==> src/hw/sidx_pkg.sv <==
// constants, encodings and register map of the stepper indexer control block
package sidx_pkg;

    // indexer position and step table
    localparam int         POS_W     = 5;
    localparam logic [4:0] POS_HOME  = 5'h04;
    localparam logic [4:0] QTR_TURN  = 5'h08;
    localparam logic [7:0] CUR_HOME  = 8'h47;
    localparam logic [7:0] MAG_TBL [0:8] = '{8'h64, 8'h62, 8'h5c, 8'h53, 8'h47, 8'h38, 8'h26, 8'h14, 8'h00};

    // microstep select codes and their table increments
    localparam logic [1:0] MSEL_FULL    = 2'h0;
    localparam logic [1:0] MSEL_HALF    = 2'h1;
    localparam logic [1:0] MSEL_QUARTER = 2'h2;
    localparam logic [1:0] MSEL_EIGHTH  = 2'h3;
    localparam logic [4:0] INC_FULL     = 5'h08;
    localparam logic [4:0] INC_HALF     = 5'h04;
    localparam logic [4:0] INC_QUARTER  = 5'h02;
    localparam logic [4:0] INC_EIGHTH   = 5'h01;

    // synchronised pin vector
    localparam int         PIN_N    = 5;
    localparam int         PIN_STEP = 0;
    localparam int         PIN_DIR  = 1;
    localparam int         PIN_CLR  = 2;
    localparam int         PIN_EN   = 3;
    localparam int         PIN_SLP  = 4;
    localparam logic [4:0] PIN_RST  = 5'h00;

    // register byte addresses
    localparam logic [3:0] REG_CTRL   = 4'h0;
    localparam logic [3:0] REG_CMD    = 4'h4;
    localparam logic [3:0] REG_STATUS = 4'h8;
    localparam logic [3:0] REG_POS    = 4'hc;

    // control register fields and reset values
    localparam int         CTRL_OVR_BIT  = 0;
    localparam int         CTRL_MODE_LSB = 1;
    localparam logic       CTRL_OVR_RST  = 1'b0;
    localparam logic [1:0] CTRL_MODE_RST = 2'h0;

    // step command fields
    localparam int CMD_STEP_BIT = 0;
    localparam int CMD_DIR_BIT  = 1;

    // status fields
    localparam int ST_HOME  = 0;
    localparam int ST_BR_LSB = 1;
    localparam int ST_OC_LSB = 3;
    localparam int ST_OT    = 5;
    localparam int ST_UV    = 6;
    localparam int ST_MODE_LSB = 7;
    localparam int ST_CLR   = 9;

    // position register fields
    localparam int POS_CUR_A_LSB = 8;
    localparam int POS_CUR_B_LSB = 16;

    // bus responses
    localparam logic [1:0] RESP_OKAY   = 2'h0;
    localparam logic [1:0] RESP_SLVERR = 2'h2;

    typedef enum logic [1:0] {
        MODE_RUN     = 2'h0,
        MODE_SLEEP   = 2'h1,
        MODE_LOCKOUT = 2'h3
    } sidx_mode_t;

    typedef enum logic [2:0] {
        SEL_CTRL, SEL_CMD, SEL_STATUS, SEL_POS, SEL_NONE
    } sidx_sel_t;

endpackage

==> src/hw/sidx_tbl_if.sv <==
// link between the indexer control and its winding current table
`timescale 1ns/1ns
`default_nettype none
interface sidx_tbl_if;
    logic [4:0] pos;
    logic [7:0] cur_a;
    logic [7:0] cur_b;
    modport rom (input pos, output cur_a, output cur_b);
    modport ctl (output pos, input cur_a, input cur_b);
endinterface
`default_nettype wire

==> src/hw/sidx_step_rom.sv <==
// winding current table: position in, registered signed percentages out
`timescale 1ns/1ns
`default_nettype none
module sidx_step_rom (
    // clock and reset
    input  wire logic aclk,
    input  wire logic aresetn,
    // table port
    sidx_tbl_if.rom   tbl
);

    // cosine in percent of full scale, built from one quarter of the circle
    function automatic logic [7:0] cos_pct(input logic [4:0] k);
        logic [7:0] m;
        logic [3:0] r;
        logic [3:0] rr;
        r  = {1'b0, k[2:0]};
        rr = 4'(4'h8 - r);
        m  = 8'h00;
        case (k[4:3])
            2'h0: m = sidx_pkg::MAG_TBL[r];
            2'h1: m = 8'(-sidx_pkg::MAG_TBL[rr]);
            2'h2: m = 8'(-sidx_pkg::MAG_TBL[r]);
            2'h3: m = sidx_pkg::MAG_TBL[rr];
        endcase
        return m;
    endfunction

    always_ff @(posedge aclk) begin
        if (!aresetn) begin
            tbl.cur_a <= sidx_pkg::CUR_HOME;
            tbl.cur_b <= sidx_pkg::CUR_HOME;
        end else begin
            tbl.cur_a <= cos_pct(tbl.pos);
            // winding b lags a by a quarter turn
            tbl.cur_b <= cos_pct(5'(tbl.pos - sidx_pkg::QTR_TURN));
        end
    end

endmodule
`default_nettype wire

==> src/hw/sidx_top.sv <==
// stepper indexer control and fault gating with an axi4-lite register slave
//
// Design decisions made here: the register addresses and the AXI4-Lite register port.
`timescale 1ns/1ns
`default_nettype none
module sidx_top (
    // clock and reset
    input  wire logic        aclk,
    input  wire logic        aresetn,
    // axi4-lite write address and data
    input  wire logic [31:0] awaddr,
    input  wire logic [2:0]  awprot,
    input  wire logic        awvalid,
    output logic             awready,
    input  wire logic [31:0] wdata,
    input  wire logic [3:0]  wstrb,
    input  wire logic        wvalid,
    output logic             wready,
    // axi4-lite write response
    output logic [1:0]       bresp,
    output logic             bvalid,
    input  wire logic        bready,
    // axi4-lite read
    input  wire logic [31:0] araddr,
    input  wire logic [2:0]  arprot,
    input  wire logic        arvalid,
    output logic             arready,
    output logic [31:0]      rdata,
    output logic [1:0]       rresp,
    output logic             rvalid,
    input  wire logic        rready,
    // host control pins
    input  wire logic        step_in,
    input  wire logic        dir_in,
    input  wire logic        indexer_clear_l,
    input  wire logic        bridge_drive_on_l,
    input  wire logic        low_power_request_l,
    input  wire logic        microstep_sel_hi,
    input  wire logic        microstep_sel_lo,
    // protection flags
    input  wire logic [1:0]  overcurrent_trip,
    input  wire logic        overtemp_trip,
    input  wire logic        supply_low_lockout,
    // drive outputs
    output logic             origin_flag_l,
    output logic [1:0]       bridge_on,
    output logic             charge_pump_on,
    output logic [7:0]       winding_a_pct,
    output logic [7:0]       winding_b_pct
);

    sidx_tbl_if tbl ();

    logic [sidx_pkg::PIN_N-1:0] pin_raw;
    logic [sidx_pkg::PIN_N-1:0] sync1_reg;
    logic [sidx_pkg::PIN_N-1:0] sync2_reg;
    logic                       step_prev_reg;
    logic                       en_prev_reg;
    logic [4:0]                 pos_reg;
    logic [1:0]                 oc_reg;
    sidx_pkg::sidx_mode_t       mode_reg;
    logic                       ctrl_ovr_reg;
    logic [1:0]                 ctrl_mode_reg;
    logic                       soft_step_reg;
    logic                       soft_dir_reg;
    logic                       aw_full_reg;
    logic                       w_full_reg;
    logic [31:0]                awaddr_reg;
    logic [31:0]                wdata_reg;
    logic [3:0]                 wstrb_reg;
    logic [31:0]                rd_word;
    logic                       clear_a;
    logic                       en_a;
    logic                       sleep_a;
    logic                       step_rise;
    logic                       en_fall;
    logic                       step_go;
    logic                       step_fwd;
    logic                       wr_go;
    logic [1:0]                 msel;
    logic [4:0]                 inc;
    sidx_pkg::sidx_sel_t        wr_sel;
    sidx_pkg::sidx_sel_t        rd_sel;

    // word decode shared by the read and write paths
    function automatic sidx_pkg::sidx_sel_t reg_sel(input logic [31:0] a);
        sidx_pkg::sidx_sel_t s;
        s = sidx_pkg::SEL_NONE;
        if (a[31:4] == 28'h0000000) begin
            case (a[3:0])
                sidx_pkg::REG_CTRL:   s = sidx_pkg::SEL_CTRL;
                sidx_pkg::REG_CMD:    s = sidx_pkg::SEL_CMD;
                sidx_pkg::REG_STATUS: s = sidx_pkg::SEL_STATUS;
                sidx_pkg::REG_POS:    s = sidx_pkg::SEL_POS;
                default:              s = sidx_pkg::SEL_NONE;
            endcase
        end
        return s;
    endfunction

    assign pin_raw[sidx_pkg::PIN_STEP] = step_in;
    assign pin_raw[sidx_pkg::PIN_DIR]  = dir_in;
    assign pin_raw[sidx_pkg::PIN_CLR]  = indexer_clear_l;
    assign pin_raw[sidx_pkg::PIN_EN]   = bridge_drive_on_l;
    assign pin_raw[sidx_pkg::PIN_SLP]  = low_power_request_l;

    // two flops per pin; only the second stage is looked at
    for (genvar g = 0; g < sidx_pkg::PIN_N; g++) begin : g_sync
        always_ff @(posedge aclk) begin
            if (!aresetn) begin
                sync1_reg[g] <= sidx_pkg::PIN_RST[g];
                sync2_reg[g] <= sidx_pkg::PIN_RST[g];
            end else begin
                sync1_reg[g] <= pin_raw[g];
                sync2_reg[g] <= sync1_reg[g];
            end
        end
    end

    assign clear_a = ~sync2_reg[sidx_pkg::PIN_CLR];
    assign en_a    = ~sync2_reg[sidx_pkg::PIN_EN];
    assign sleep_a = ~sync2_reg[sidx_pkg::PIN_SLP];

    always_ff @(posedge aclk) begin
        if (!aresetn) begin
            step_prev_reg <= 1'b0;
            en_prev_reg   <= 1'b0;
        end else begin
            step_prev_reg <= sync2_reg[sidx_pkg::PIN_STEP];
            en_prev_reg   <= en_a;
        end
    end

    // sleep masks every event so nothing stale is acted on at wake-up
    assign step_rise = sync2_reg[sidx_pkg::PIN_STEP] & ~step_prev_reg & ~sleep_a;
    assign en_fall   = en_a & ~en_prev_reg & ~sleep_a;
    assign step_go   = step_rise | soft_step_reg;
    assign step_fwd  = step_rise ? sync2_reg[sidx_pkg::PIN_DIR] : soft_dir_reg;
    assign msel      = ctrl_ovr_reg ? ctrl_mode_reg : {microstep_sel_hi, microstep_sel_lo};

    always_comb begin
        unique case (msel)
            sidx_pkg::MSEL_FULL:    inc = sidx_pkg::INC_FULL;
            sidx_pkg::MSEL_HALF:    inc = sidx_pkg::INC_HALF;
            sidx_pkg::MSEL_QUARTER: inc = sidx_pkg::INC_QUARTER;
            sidx_pkg::MSEL_EIGHTH:  inc = sidx_pkg::INC_EIGHTH;
        endcase
    end

    // lockout beats sleep, sleep freezes, clear and overtemperature send home
    always_ff @(posedge aclk) begin
        if (!aresetn) begin
            pos_reg <= sidx_pkg::POS_HOME;
        end else if (supply_low_lockout) begin
            pos_reg <= sidx_pkg::POS_HOME;
        end else if (sleep_a) begin
            pos_reg <= pos_reg;
        end else if (clear_a || overtemp_trip) begin
            pos_reg <= sidx_pkg::POS_HOME;
        end else if (step_go) begin
            pos_reg <= step_fwd ? 5'(pos_reg + inc) : 5'(pos_reg - inc);
        end
    end

    assign tbl.pos = pos_reg;

    sidx_step_rom u_rom (
        .aclk    (aclk),
        .aresetn (aresetn),
        .tbl     (tbl)
    );

    assign winding_a_pct = tbl.cur_a;
    assign winding_b_pct = tbl.cur_b;

    always_ff @(posedge aclk) begin
        if (!aresetn) begin
            origin_flag_l <= 1'b0;
        end else begin
            origin_flag_l <= (pos_reg != sidx_pkg::POS_HOME);
        end
    end

    // per bridge: outside sleep a trip wins over a same-cycle release
    for (genvar b = 0; b < 2; b++) begin : g_bridge
        always_ff @(posedge aclk) begin
            if (!aresetn) begin
                oc_reg[b] <= 1'b0;
            end else if (overcurrent_trip[b] && !sleep_a) begin
                oc_reg[b] <= 1'b1;
            end else if (en_fall || supply_low_lockout) begin
                oc_reg[b] <= 1'b0;
            end
        end

        always_ff @(posedge aclk) begin
            if (!aresetn) begin
                bridge_on[b] <= 1'b0;
            end else begin
                bridge_on[b] <= ~supply_low_lockout & ~sleep_a & en_a & ~clear_a
                                & ~overtemp_trip & ~oc_reg[b] & ~overcurrent_trip[b];
            end
        end
    end

    always_ff @(posedge aclk) begin
        if (!aresetn) begin
            charge_pump_on <= 1'b0;
        end else begin
            charge_pump_on <= ~supply_low_lockout & ~sleep_a;
        end
    end

    always_ff @(posedge aclk) begin
        if (!aresetn) begin
            mode_reg <= sidx_pkg::MODE_RUN;
        end else if (supply_low_lockout) begin
            mode_reg <= sidx_pkg::MODE_LOCKOUT;
        end else if (sleep_a) begin
            mode_reg <= sidx_pkg::MODE_SLEEP;
        end else begin
            mode_reg <= sidx_pkg::MODE_RUN;
        end
    end

    // write channel: address and data taken in either order, then one response
    assign wr_go  = aw_full_reg & w_full_reg & ~bvalid;
    assign wr_sel = reg_sel(awaddr_reg);

    always_ff @(posedge aclk) begin
        if (!aresetn) begin
            awready     <= 1'b0;
            aw_full_reg <= 1'b0;
            awaddr_reg  <= 32'h00000000;
        end else if (awvalid && awready) begin
            awready     <= 1'b0;
            aw_full_reg <= 1'b1;
            awaddr_reg  <= awaddr;
        end else if (bvalid && bready) begin
            aw_full_reg <= 1'b0;
        end else if (!aw_full_reg && !bvalid) begin
            awready <= 1'b1;
        end
    end

    always_ff @(posedge aclk) begin
        if (!aresetn) begin
            wready     <= 1'b0;
            w_full_reg <= 1'b0;
            wdata_reg  <= 32'h00000000;
            wstrb_reg  <= 4'h0;
        end else if (wvalid && wready) begin
            wready     <= 1'b0;
            w_full_reg <= 1'b1;
            wdata_reg  <= wdata;
            wstrb_reg  <= wstrb;
        end else if (bvalid && bready) begin
            w_full_reg <= 1'b0;
        end else if (!w_full_reg && !bvalid) begin
            wready <= 1'b1;
        end
    end

    always_ff @(posedge aclk) begin
        if (!aresetn) begin
            bvalid <= 1'b0;
            bresp  <= sidx_pkg::RESP_OKAY;
        end else if (wr_go) begin
            bvalid <= 1'b1;
            bresp  <= (wr_sel == sidx_pkg::SEL_NONE) ? sidx_pkg::RESP_SLVERR : sidx_pkg::RESP_OKAY;
        end else if (bvalid && bready) begin
            bvalid <= 1'b0;
        end
    end

    always_ff @(posedge aclk) begin
        if (!aresetn) begin
            ctrl_ovr_reg  <= sidx_pkg::CTRL_OVR_RST;
            ctrl_mode_reg <= sidx_pkg::CTRL_MODE_RST;
        end else if (wr_go && wr_sel == sidx_pkg::SEL_CTRL && wstrb_reg[0]) begin
            ctrl_ovr_reg  <= wdata_reg[sidx_pkg::CTRL_OVR_BIT];
            ctrl_mode_reg <= wdata_reg[sidx_pkg::CTRL_MODE_LSB +: 2];
        end
    end

    // software step is a one-cycle pulse; it obeys the same gating as the pin
    always_ff @(posedge aclk) begin
        if (!aresetn) begin
            soft_step_reg <= 1'b0;
            soft_dir_reg  <= 1'b0;
        end else begin
            soft_step_reg <= wr_go && wr_sel == sidx_pkg::SEL_CMD && wstrb_reg[0]
                             && wdata_reg[sidx_pkg::CMD_STEP_BIT] && !sleep_a;
            if (wr_go && wr_sel == sidx_pkg::SEL_CMD && wstrb_reg[0]) begin
                soft_dir_reg <= wdata_reg[sidx_pkg::CMD_DIR_BIT];
            end
        end
    end

    // read channel
    assign rd_sel = reg_sel(araddr);

    always_comb begin
        rd_word = 32'h00000000;
        unique case (rd_sel)
            sidx_pkg::SEL_CTRL: begin
                rd_word[sidx_pkg::CTRL_OVR_BIT]       = ctrl_ovr_reg;
                rd_word[sidx_pkg::CTRL_MODE_LSB +: 2] = ctrl_mode_reg;
            end
            sidx_pkg::SEL_STATUS: begin
                rd_word[sidx_pkg::ST_HOME]          = ~origin_flag_l;
                rd_word[sidx_pkg::ST_BR_LSB +: 2]   = bridge_on;
                rd_word[sidx_pkg::ST_OC_LSB +: 2]   = oc_reg;
                rd_word[sidx_pkg::ST_OT]            = overtemp_trip;
                rd_word[sidx_pkg::ST_UV]            = supply_low_lockout;
                rd_word[sidx_pkg::ST_MODE_LSB +: 2] = mode_reg;
                rd_word[sidx_pkg::ST_CLR]           = clear_a;
            end
            sidx_pkg::SEL_POS: begin
                rd_word[4:0]                          = pos_reg;
                rd_word[sidx_pkg::POS_CUR_A_LSB +: 8] = tbl.cur_a;
                rd_word[sidx_pkg::POS_CUR_B_LSB +: 8] = tbl.cur_b;
            end
            sidx_pkg::SEL_CMD, sidx_pkg::SEL_NONE: begin
                rd_word = 32'h00000000;
            end
        endcase
    end

    always_ff @(posedge aclk) begin
        if (!aresetn) begin
            arready <= 1'b0;
            rvalid  <= 1'b0;
            rdata   <= 32'h00000000;
            rresp   <= sidx_pkg::RESP_OKAY;
        end else if (arvalid && arready) begin
            arready <= 1'b0;
            rvalid  <= 1'b1;
            rdata   <= rd_word;
            rresp   <= (rd_sel == sidx_pkg::SEL_NONE) ? sidx_pkg::RESP_SLVERR : sidx_pkg::RESP_OKAY;
        end else if (rvalid && rready) begin
            rvalid <= 1'b0;
        end else if (!rvalid) begin
            arready <= 1'b1;
        end
    end

endmodule
`default_nettype wire

==> config.mk <==
export PLATFORM = sky130hd
export DESIGN_NAME = sidx_top
export DESIGN_NICKNAME = d
export VERILOG_FILES = /design/src/hw/sidx_pkg.sv /design/src/hw/sidx_tbl_if.sv /design/src/hw/sidx_step_rom.sv /design/src/hw/sidx_top.sv
export SDC_FILE = /design/constraint.sdc
export NUM_CORES = 1
export LEC_CHECK = 0
export BUFFER_PORTS_ARGS = -buffer_cell sky130_fd_sc_hd__buf_2
export CAP_MARGIN = 20
export CORE_MARGIN = 3
export CORE_UTILIZATION = 50
export DETAILED_ROUTE_END_ITERATION = 10
export PLACE_DENSITY_LB_ADDON = 0.2
export SYNTH_ARGS = -nofsm -noshare
export SYNTH_HDL_FRONTEND = slang
export SYNTH_HIERARCHICAL = 1
export SYNTH_SLANG_ARGS = --single-unit
export TNS_END_PERCENT = 50
==> constraint.sdc <==
create_clock -name aclk -period 3.25 [get_ports aclk]
set_input_delay 0.1625 -clock aclk [delete_from_list [all_inputs] [get_ports aclk]]
set_output_delay 0.1625 -clock aclk [all_outputs]
set_load 0.005 [all_outputs]
==> impl_metrics.toml, run 1 <==
[logic_synthesis]
yosys.area.top_type = "dfxtp_1"
yosysSeqAreaShare = 0.449
synth_ff_type = "dfxtp_1"
yosysTopAreaCellShare = 0.449
ys_ff_latch = 115
synth_cells = 543
synth.distinct_cells = 67
synthTopCellsByArea = "dfxtp_1 45%, a22o_1 8.9%, nand2_1 4.0%"
synthArstFlopShare = 0
synth_edf_count = 0
yosys_warnings = 6
synth.avg_cell_area_um2 = 9.44
synthesis.area_mm2 = 0.00513

[die]
fp-row-count = 36
die_y_um = 107
die_w_um = 107
core-area_mm2 = 0.00986
io_pins = 185
dieArea_mm2 = 0.0115
start_util = 0.520

[worst_setup_path]
critical-path-slowest-cell = "dfxtp_1"
cpPeakStageDelay_ns = 0.48
end_kind = "flop"
cp_common_cell = "nand2_1"
start_kind = "flop"
path_depth = 11
critPathKind = "flop to flop"
critPathTopFamily = "compound AO/OA/AOI/OAI gates"
crit_buf_inv = 0
path_cells = "nand3b_1 > mux2_4 > nand2_1 > nand2_1 > o21a_1 > fa_1 > nor2b_1 > o21ai_0 > a21o_1 > a211o_1 > a31oi_1"
worstPathMaxFanout = 8
worstPathRequired_ns = 3.68
cp.arrival_ns = 3.14
r2r.worst_path.cells = 11

[cts]
clk-insertion-delay-late_ns = 0.50
clk_pin_slew_worst_paths_ns = 0.06
cts_root_buffer = "clkbuf_8"
clkSinkCount = 115
h-tree-depth = 4
cts_buffer_depth = 2
cts_resized = 0
cts_tree = "built"
postCtsSetupRepairBufs = 0
numCtsBuffers = 17

[detailed_routing]
drtPass1Iterations = 5
drc = 0
wl_per_cell_um = 15.4
drt-total-wl_mm = 13.3
viasPerCell = 5.45
drtIter0Drc = 235
vias = 4726
postRouteAntennaNets = 0

[placement]
io_buffers = 136
gp_congestion = 0.840
dpl_cell_area_mm2 = 0.00580
dp_hpwl_mm = 8.73

[sta]
max_freq_mhz = 369
timing.final.crit_share = 0.833
skew_ns = 0.00923
setup_violations = 0
fin_crit_ns = 2.71
tns_ns = 0
worst_slew_pin_slew_ns = 0.903
relSlewSlack = 0.398
drv_slew = 0
rsz0062_at_grt = "no"
timing_hold_violations_final = 0
whs_ns = 0.0534

[power]
leakage_nw = 3.06
total_power_mw = 3.57
p_per_area_mw_per_mm2 = 515
irDropWorstVdd_v = 0.000344

[final_layout]
antenna_cells = 0
final_layout_size_suffix_gt1_frac = 0.257
regArea_mm2 = 0.00230
n_fill_cell = 738
fin_util = 0.703
multiInputGateArea_mm2 = 0.00254
fin_nets = 861
design_area_mm2 = 0.00693
area_delta_synth_final_pct = 35.2
largest_register_ffs = 32

[global_routing]
track_usage = 0.228
antenna_found_initial = 0
grt_pass1_wl_mm = 20.9
grt_overflow = 0
grt_pass1_vias = 4432
grt_start_max_net_pins = 50

[run]
max_cap_violations = 0

[status]
run_status = "finished clean"

[hold_path]
min_path_cells = 3
hp-class = "primary input to flop"
[layer usage]
metal	up-vias	track usage	routed length (um)
met5	-	0	0
met4	0	0.0886	236
met3	20	0.0558	1050
met2	211	0.405	6400
met1	2161	0.264	5640
li1	2334	-	-
[per-stage QoR]
stage,setup WS (ns),instances
final,0.542,867
after global placement,0.649,782
after global routing,0.388,867
after floorplan,0.801,552
after detailed placement,0.613,782
after CTS,0.563,866
[final timing paths]
kind	slack, ns	startpoint	endpoint
max	0.54	sync2_reg[4]	pos_reg[4]
min	0.05	arvalid	rresp[1]
max reg2reg	0.54	sync2_reg[4]	pos_reg[4]
min reg2reg	0.43	sync1_reg[0]	sync2_reg[0]
[worst register-to-register path, cell delays in order, from the launching register on]
cell,delay (ns)
dfxtp_1,0.48
nand3b_1,0.15
mux2_4,0.36
nand2_1,0.07
nand2_1,0.07
o21a_1,0.19
fa_1,0.44
nor2b_1,0.12
o21ai_0,0.11
a21o_1,0.21
a211o_1,0.29
a31oi_1,0.15
[where the power goes]
part | switching, mW | leakage, nW | internal (mW)
registers | 0.0297 | 0.936 | 1.45
clock network | 0.621 | 0.280 | 1.20
logic | 0.125 | 1.84 | 0.143
[placed cells by master (no fill, tap or decap), types with 4 or more instances in the layout]
master         Yosys  routed
o21ai_0           27      27
o21a_1             5       5
mux2i_1           13      13
buf_4             13       8
dlygate4sd3_1      0      53
a21oi_1           17      17
a21boi_0           9       9
a211oi_1           5       5
conb_1             1      10
clkinv_2           0       4
nand2b_1           6       6
ha_1              14      14
o31ai_1            4       4
a31oi_1            4       4
buf_2              7     136
nor3_1             8       8
nor2b_1           12      12
dfxtp_1          115     115
nand2_1           54      54
nand3_1           17      17
inv_1             13      13
nor2_1            20      20
nor4_1            13      13
clkbuf_16          0      16
nand4_1            6       6
or3_1              4       4
a22o_1            52      52
and2_1            14      14
xnor2_1            6       6
o211ai_1           5       5
[synth_stat cells (all sizes together), types with 2 or more instances]
master   count
a31oi        4
a21oi       18
nand4        6
o31ai        5
o211ai       5
nor2b       12
or3          4
nor2        21
o21ai       27
o21a         5
a21boi      10
buf         27
a21o         2
o22ai        2
dfxtp      115
mux2         2
nor3        10
inv         13
mux2i       13
nand3b       3
xnor2        6
nand3       17
ha          14
clkbuf      20
nand2       54
a211oi       5
o221ai       3
o2111ai      3
o211a        2
a22oi        2
nand2b       6
and2        14
nor4        15
a21bo        2
a22o        52
o311a        3
and3         3
a221oi       2
[logic make-up after synthesis]
family | share of synthesized area
buffers and inverters | 0.0625
XOR/XNOR | 0.0120
AO/OA/AOI/OAI | 0.232
other | 0.000731
multiplexers | 0.0305
adder cells (fa/ha/maj) | 0.0381
AND/OR/NAND/NOR | 0.175
flip-flops | 0.449
[what timing repair did]
| action | 4_1_cts | 5_1_grt |
|---|---|---|
| endpoints found under the hold margin | 54 | 0 |
| setup endpoints to repair | 0 | 0 |
| hold buffers | 53 | 0 |
[area by class of cell]
class / instances / share of cell area
sequential: 115 / 0.332
inverter: 14 / 0.00758
multi-input combinational: 376 / 0.367
clock inverter: 10 / 0.0191
tap: 133 / 0.0240
clock buffer: 21 / 0.0648
timing repair buffer: 198 / 0.186
Note: power is estimated with default switching activity, not from simulation.
==> run 2: changes to the inputs <==
--- a/config.mk
+++ b/config.mk
@@ -5,6 +5,7 @@
 export SDC_FILE = /design/constraint.sdc
 export NUM_CORES = 1
 export LEC_CHECK = 0
+export ABC_AREA = 1
 export BUFFER_PORTS_ARGS = -buffer_cell sky130_fd_sc_hd__buf_2
 export CAP_MARGIN = 20
 export CORE_MARGIN = 3
==> constraint.sdc (replaced) <==
create_clock -name aclk -period 2.8 [get_ports aclk]
set_input_delay 0.14 -clock aclk [delete_from_list [all_inputs] [get_ports aclk]]
set_output_delay 0.14 -clock aclk [all_outputs]
set_load 0.005 [all_outputs]
==> run 2 against run 1 <==
Clock skew is 0.0065 ns higher; fmax grew 13%; clock power grew 19%; final cell count up 26%; largest power group unchanged; first-iteration DRC count rose by 47%; critical endpoint unchanged; clock-buffer cell count unchanged; die area increased by 3.7%; sequential share of layout area is 1.3 points lower; sequential power increased by 16%; via count up 15%; worst hold slack got worse by 0.024 ns.
==> impl_metrics.toml, run 2 <==
[status]
run_status = "finished clean"

[cts]
cts_tree = "built"
cts_resized = 0
cts_buffer_depth = 2
numCtsBuffers = 17
clkSinkCount = 115
h-tree-depth = 4
cts_root_buffer = "clkbuf_8"
clk-insertion-delay-late_ns = 0.51
clk_pin_slew_worst_paths_ns = 0.06

[power]
p_per_area_mw_per_mm2 = 584
leakage_nw = 3.62
irDropWorstVdd_v = 0.000391

[hold_path]
min_to = "rresp[1]"
min_path_cells = 3
holdCritStartpoint = "araddr[1]"
hp-class = "primary input to flop"

[final_layout]
fin_util = 0.700
area_delta_synth_final_pct = 35.6
design_area_mm2 = 0.00722
largest_register_ffs = 32
fin_nets = 1080
mostFrequentLayoutCells = "162 x nand2_1, 136 x buf_2, 115 x dfxtp_1, 98 x inv_1, 69 x nor2_1"
multiInputGateArea_mm2 = 0.00245
regArea_mm2 = 0.00230
final_common_cell = "nand2_1"
n_fill_cell = 817
final_layout_size_suffix_gt1_frac = 0.208
finalNonFillerCells = 1090
antenna_cells = 0

[logic_synthesis]
synth_top_family_by_area = "simple AND/OR/NAND/NOR gates"
synth_ff_type = "dfxtp_1"
synth_cells = 749
synth_xor_area_frac = 0.00493
synthesis.area_mm2 = 0.00533
synth_edf_count = 0
yosys_warnings = 6
yosys.area.top_type = "dfxtp_1"
synthMuxAreaShare = 0
synth.distinct_cells = 39
ys_ff_latch = 115
synth_commonest_cells = "162 x nand2_1, 115 x dfxtp_1, 98 x inv_1"
yosysSeqAreaShare = 0.432
yosysTopAreaCellShare = 0.432
synth.avg_cell_area_um2 = 7.11
synthSimpleGateAreaFrac = 0.283
synth-compound-area-share = 0.128
synth.most_common_cell = "nand2_1"
synthTopCellsByArea = "dfxtp_1 43%, nand2_1 11%, inv_1 6.9%"
synth_fa_ha_area_frac = 0.0366
synthArstFlopShare = 0

[detailed_routing]
wl_per_cell_um = 13.2
viasPerCell = 4.97
drtPass1Iterations = 5
drtIter0Drc = 345
vias = 5412
postRouteAntennaNets = 0
drt-total-wl_mm = 14.4
drc = 0

[sta]
setup_violations = 0
worst_slew_pin_slew_ns = 0.582
tns_ns = 0
setup_slack_ns = 0.398
relSlewSlack = 0.612
max_freq_mhz = 416
timing.final.crit_share = 0.858
drv_slew = 0
rsz0062_at_grt = "no"
fin_crit_ns = 2.40
skew_ns = 0.0158
timing_hold_violations_final = 0

[worst_setup_path]
worstPathRequired_ns = 3.24
worstPathMaxFanout = 8
rrSetupSlack_ns = 0.40
r2r.worst_path.cells = 12
critPathKind = "flop to flop"
cp.arrival_ns = 2.84
end_kind = "flop"
r2r-end = "pos_reg[4]"
r2r-start = "sync2_reg[4]"
start_kind = "flop"

[run]
max_cap_violations = 0

[placement]
dpl_cell_area_mm2 = 0.00607
dp.cells = 1003
io_buffers = 136
dp_hpwl_mm = 9.47
post-place-ws_ns = 0.479
gp_congestion = 0.901

[die]
io_pins = 185
dieArea_mm2 = 0.0119
fp-row-count = 37
start_util = 0.516
die_y_um = 109
die_w_um = 109
core-area_mm2 = 0.0103

[global_routing]
grt_pass1_wl_mm = 23.4
grt_overflow = 0
antenna_found_initial = 0
grt_pass1_vias = 5074
track_usage = 0.248
grt_start_max_net_pins = 52
==> run 2: cells by family after synthesis <==
family                   Yosys count
adder cells (fa/ha/maj)           15
AO/OA/AOI/OAI                    130
buffers and inverters            144
other                              1
flip-flops                       115
AND/OR/NAND/NOR                  341
XOR/XNOR                           3
==> run 2: worst max-delay path by stage <==
stage	slack (ns)	from	depth (start not counted)	to
after floorplan	0.75	sync2_reg[4]	13	pos_reg[4]
after global placement	0.58	sync2_reg[4]	12	pos_reg[4]
after detailed placement	0.48	sync2_reg[4]	12	pos_reg[4]
after CTS	0.44	sync2_reg[4]	13	pos_reg[4]
after global routing	0.21	sync2_reg[4]	13	pos_reg[4]
final	0.40	sync2_reg[4]	12	pos_reg[4]
==> run 2: per-layer routing <==
layer  wire length (um)  GRT usage  up-vias
li1                   -          -     2780
met1               6200      0.310     2419
met2               7070      0.423      190
met3                901     0.0497       23
met4                224     0.0926        0
met5                  0          0        -
==> run 2: power breakdown <==
part,internal [mW],leakage (nW),switching [mW]
Clock,1.41,0.285,0.755
Combinational,0.158,2.40,0.178
Sequential,1.69,0.937,0.0267
==> run 2: cell type report <==
class,count,area share
Timing Repair Buffer,198,0.178
Tap cell,136,0.0236
Clock inverter,11,0.0211
Sequential cell,115,0.319
Multi-Input combinational cell,499,0.339
Inverter,110,0.0579
Clock buffer,21,0.0622
==> run 2: through the flow <==
| stage | hold WS, ns | power (mW) |
|---|---|---|
| final | 0.0298 | 4.22 |
| after global routing | 0.0494 | 4.38 |
| after CTS | 0.00286 | 4.24 |
| after detailed placement | 0.324 | 2.02 |
| after global placement | 0.320 | 2.01 |
| after floorplan | 0.219 | 1.92 |
==> run 2: timing repair <==
item	CTS	global route
endpoints found under the setup margin	0	0
setup buffers	0	0
hold buffers	55	0
hold endpoints to repair	55	0
==> run 2: worst max-delay path, cell delays in order, from the launching register on <==
cell,delay [ns]
dfxtp_1,0.48
nand3b_1,0.17
nor2_1,0.13
a21oi_1,0.10
a21oi_1,0.21
inv_1,0.09
fa_1,0.45
nand3b_1,0.20
nand3_1,0.09
nand2_1,0.07
xnor2_1,0.15
nand2_1,0.06
a21oi_1,0.11
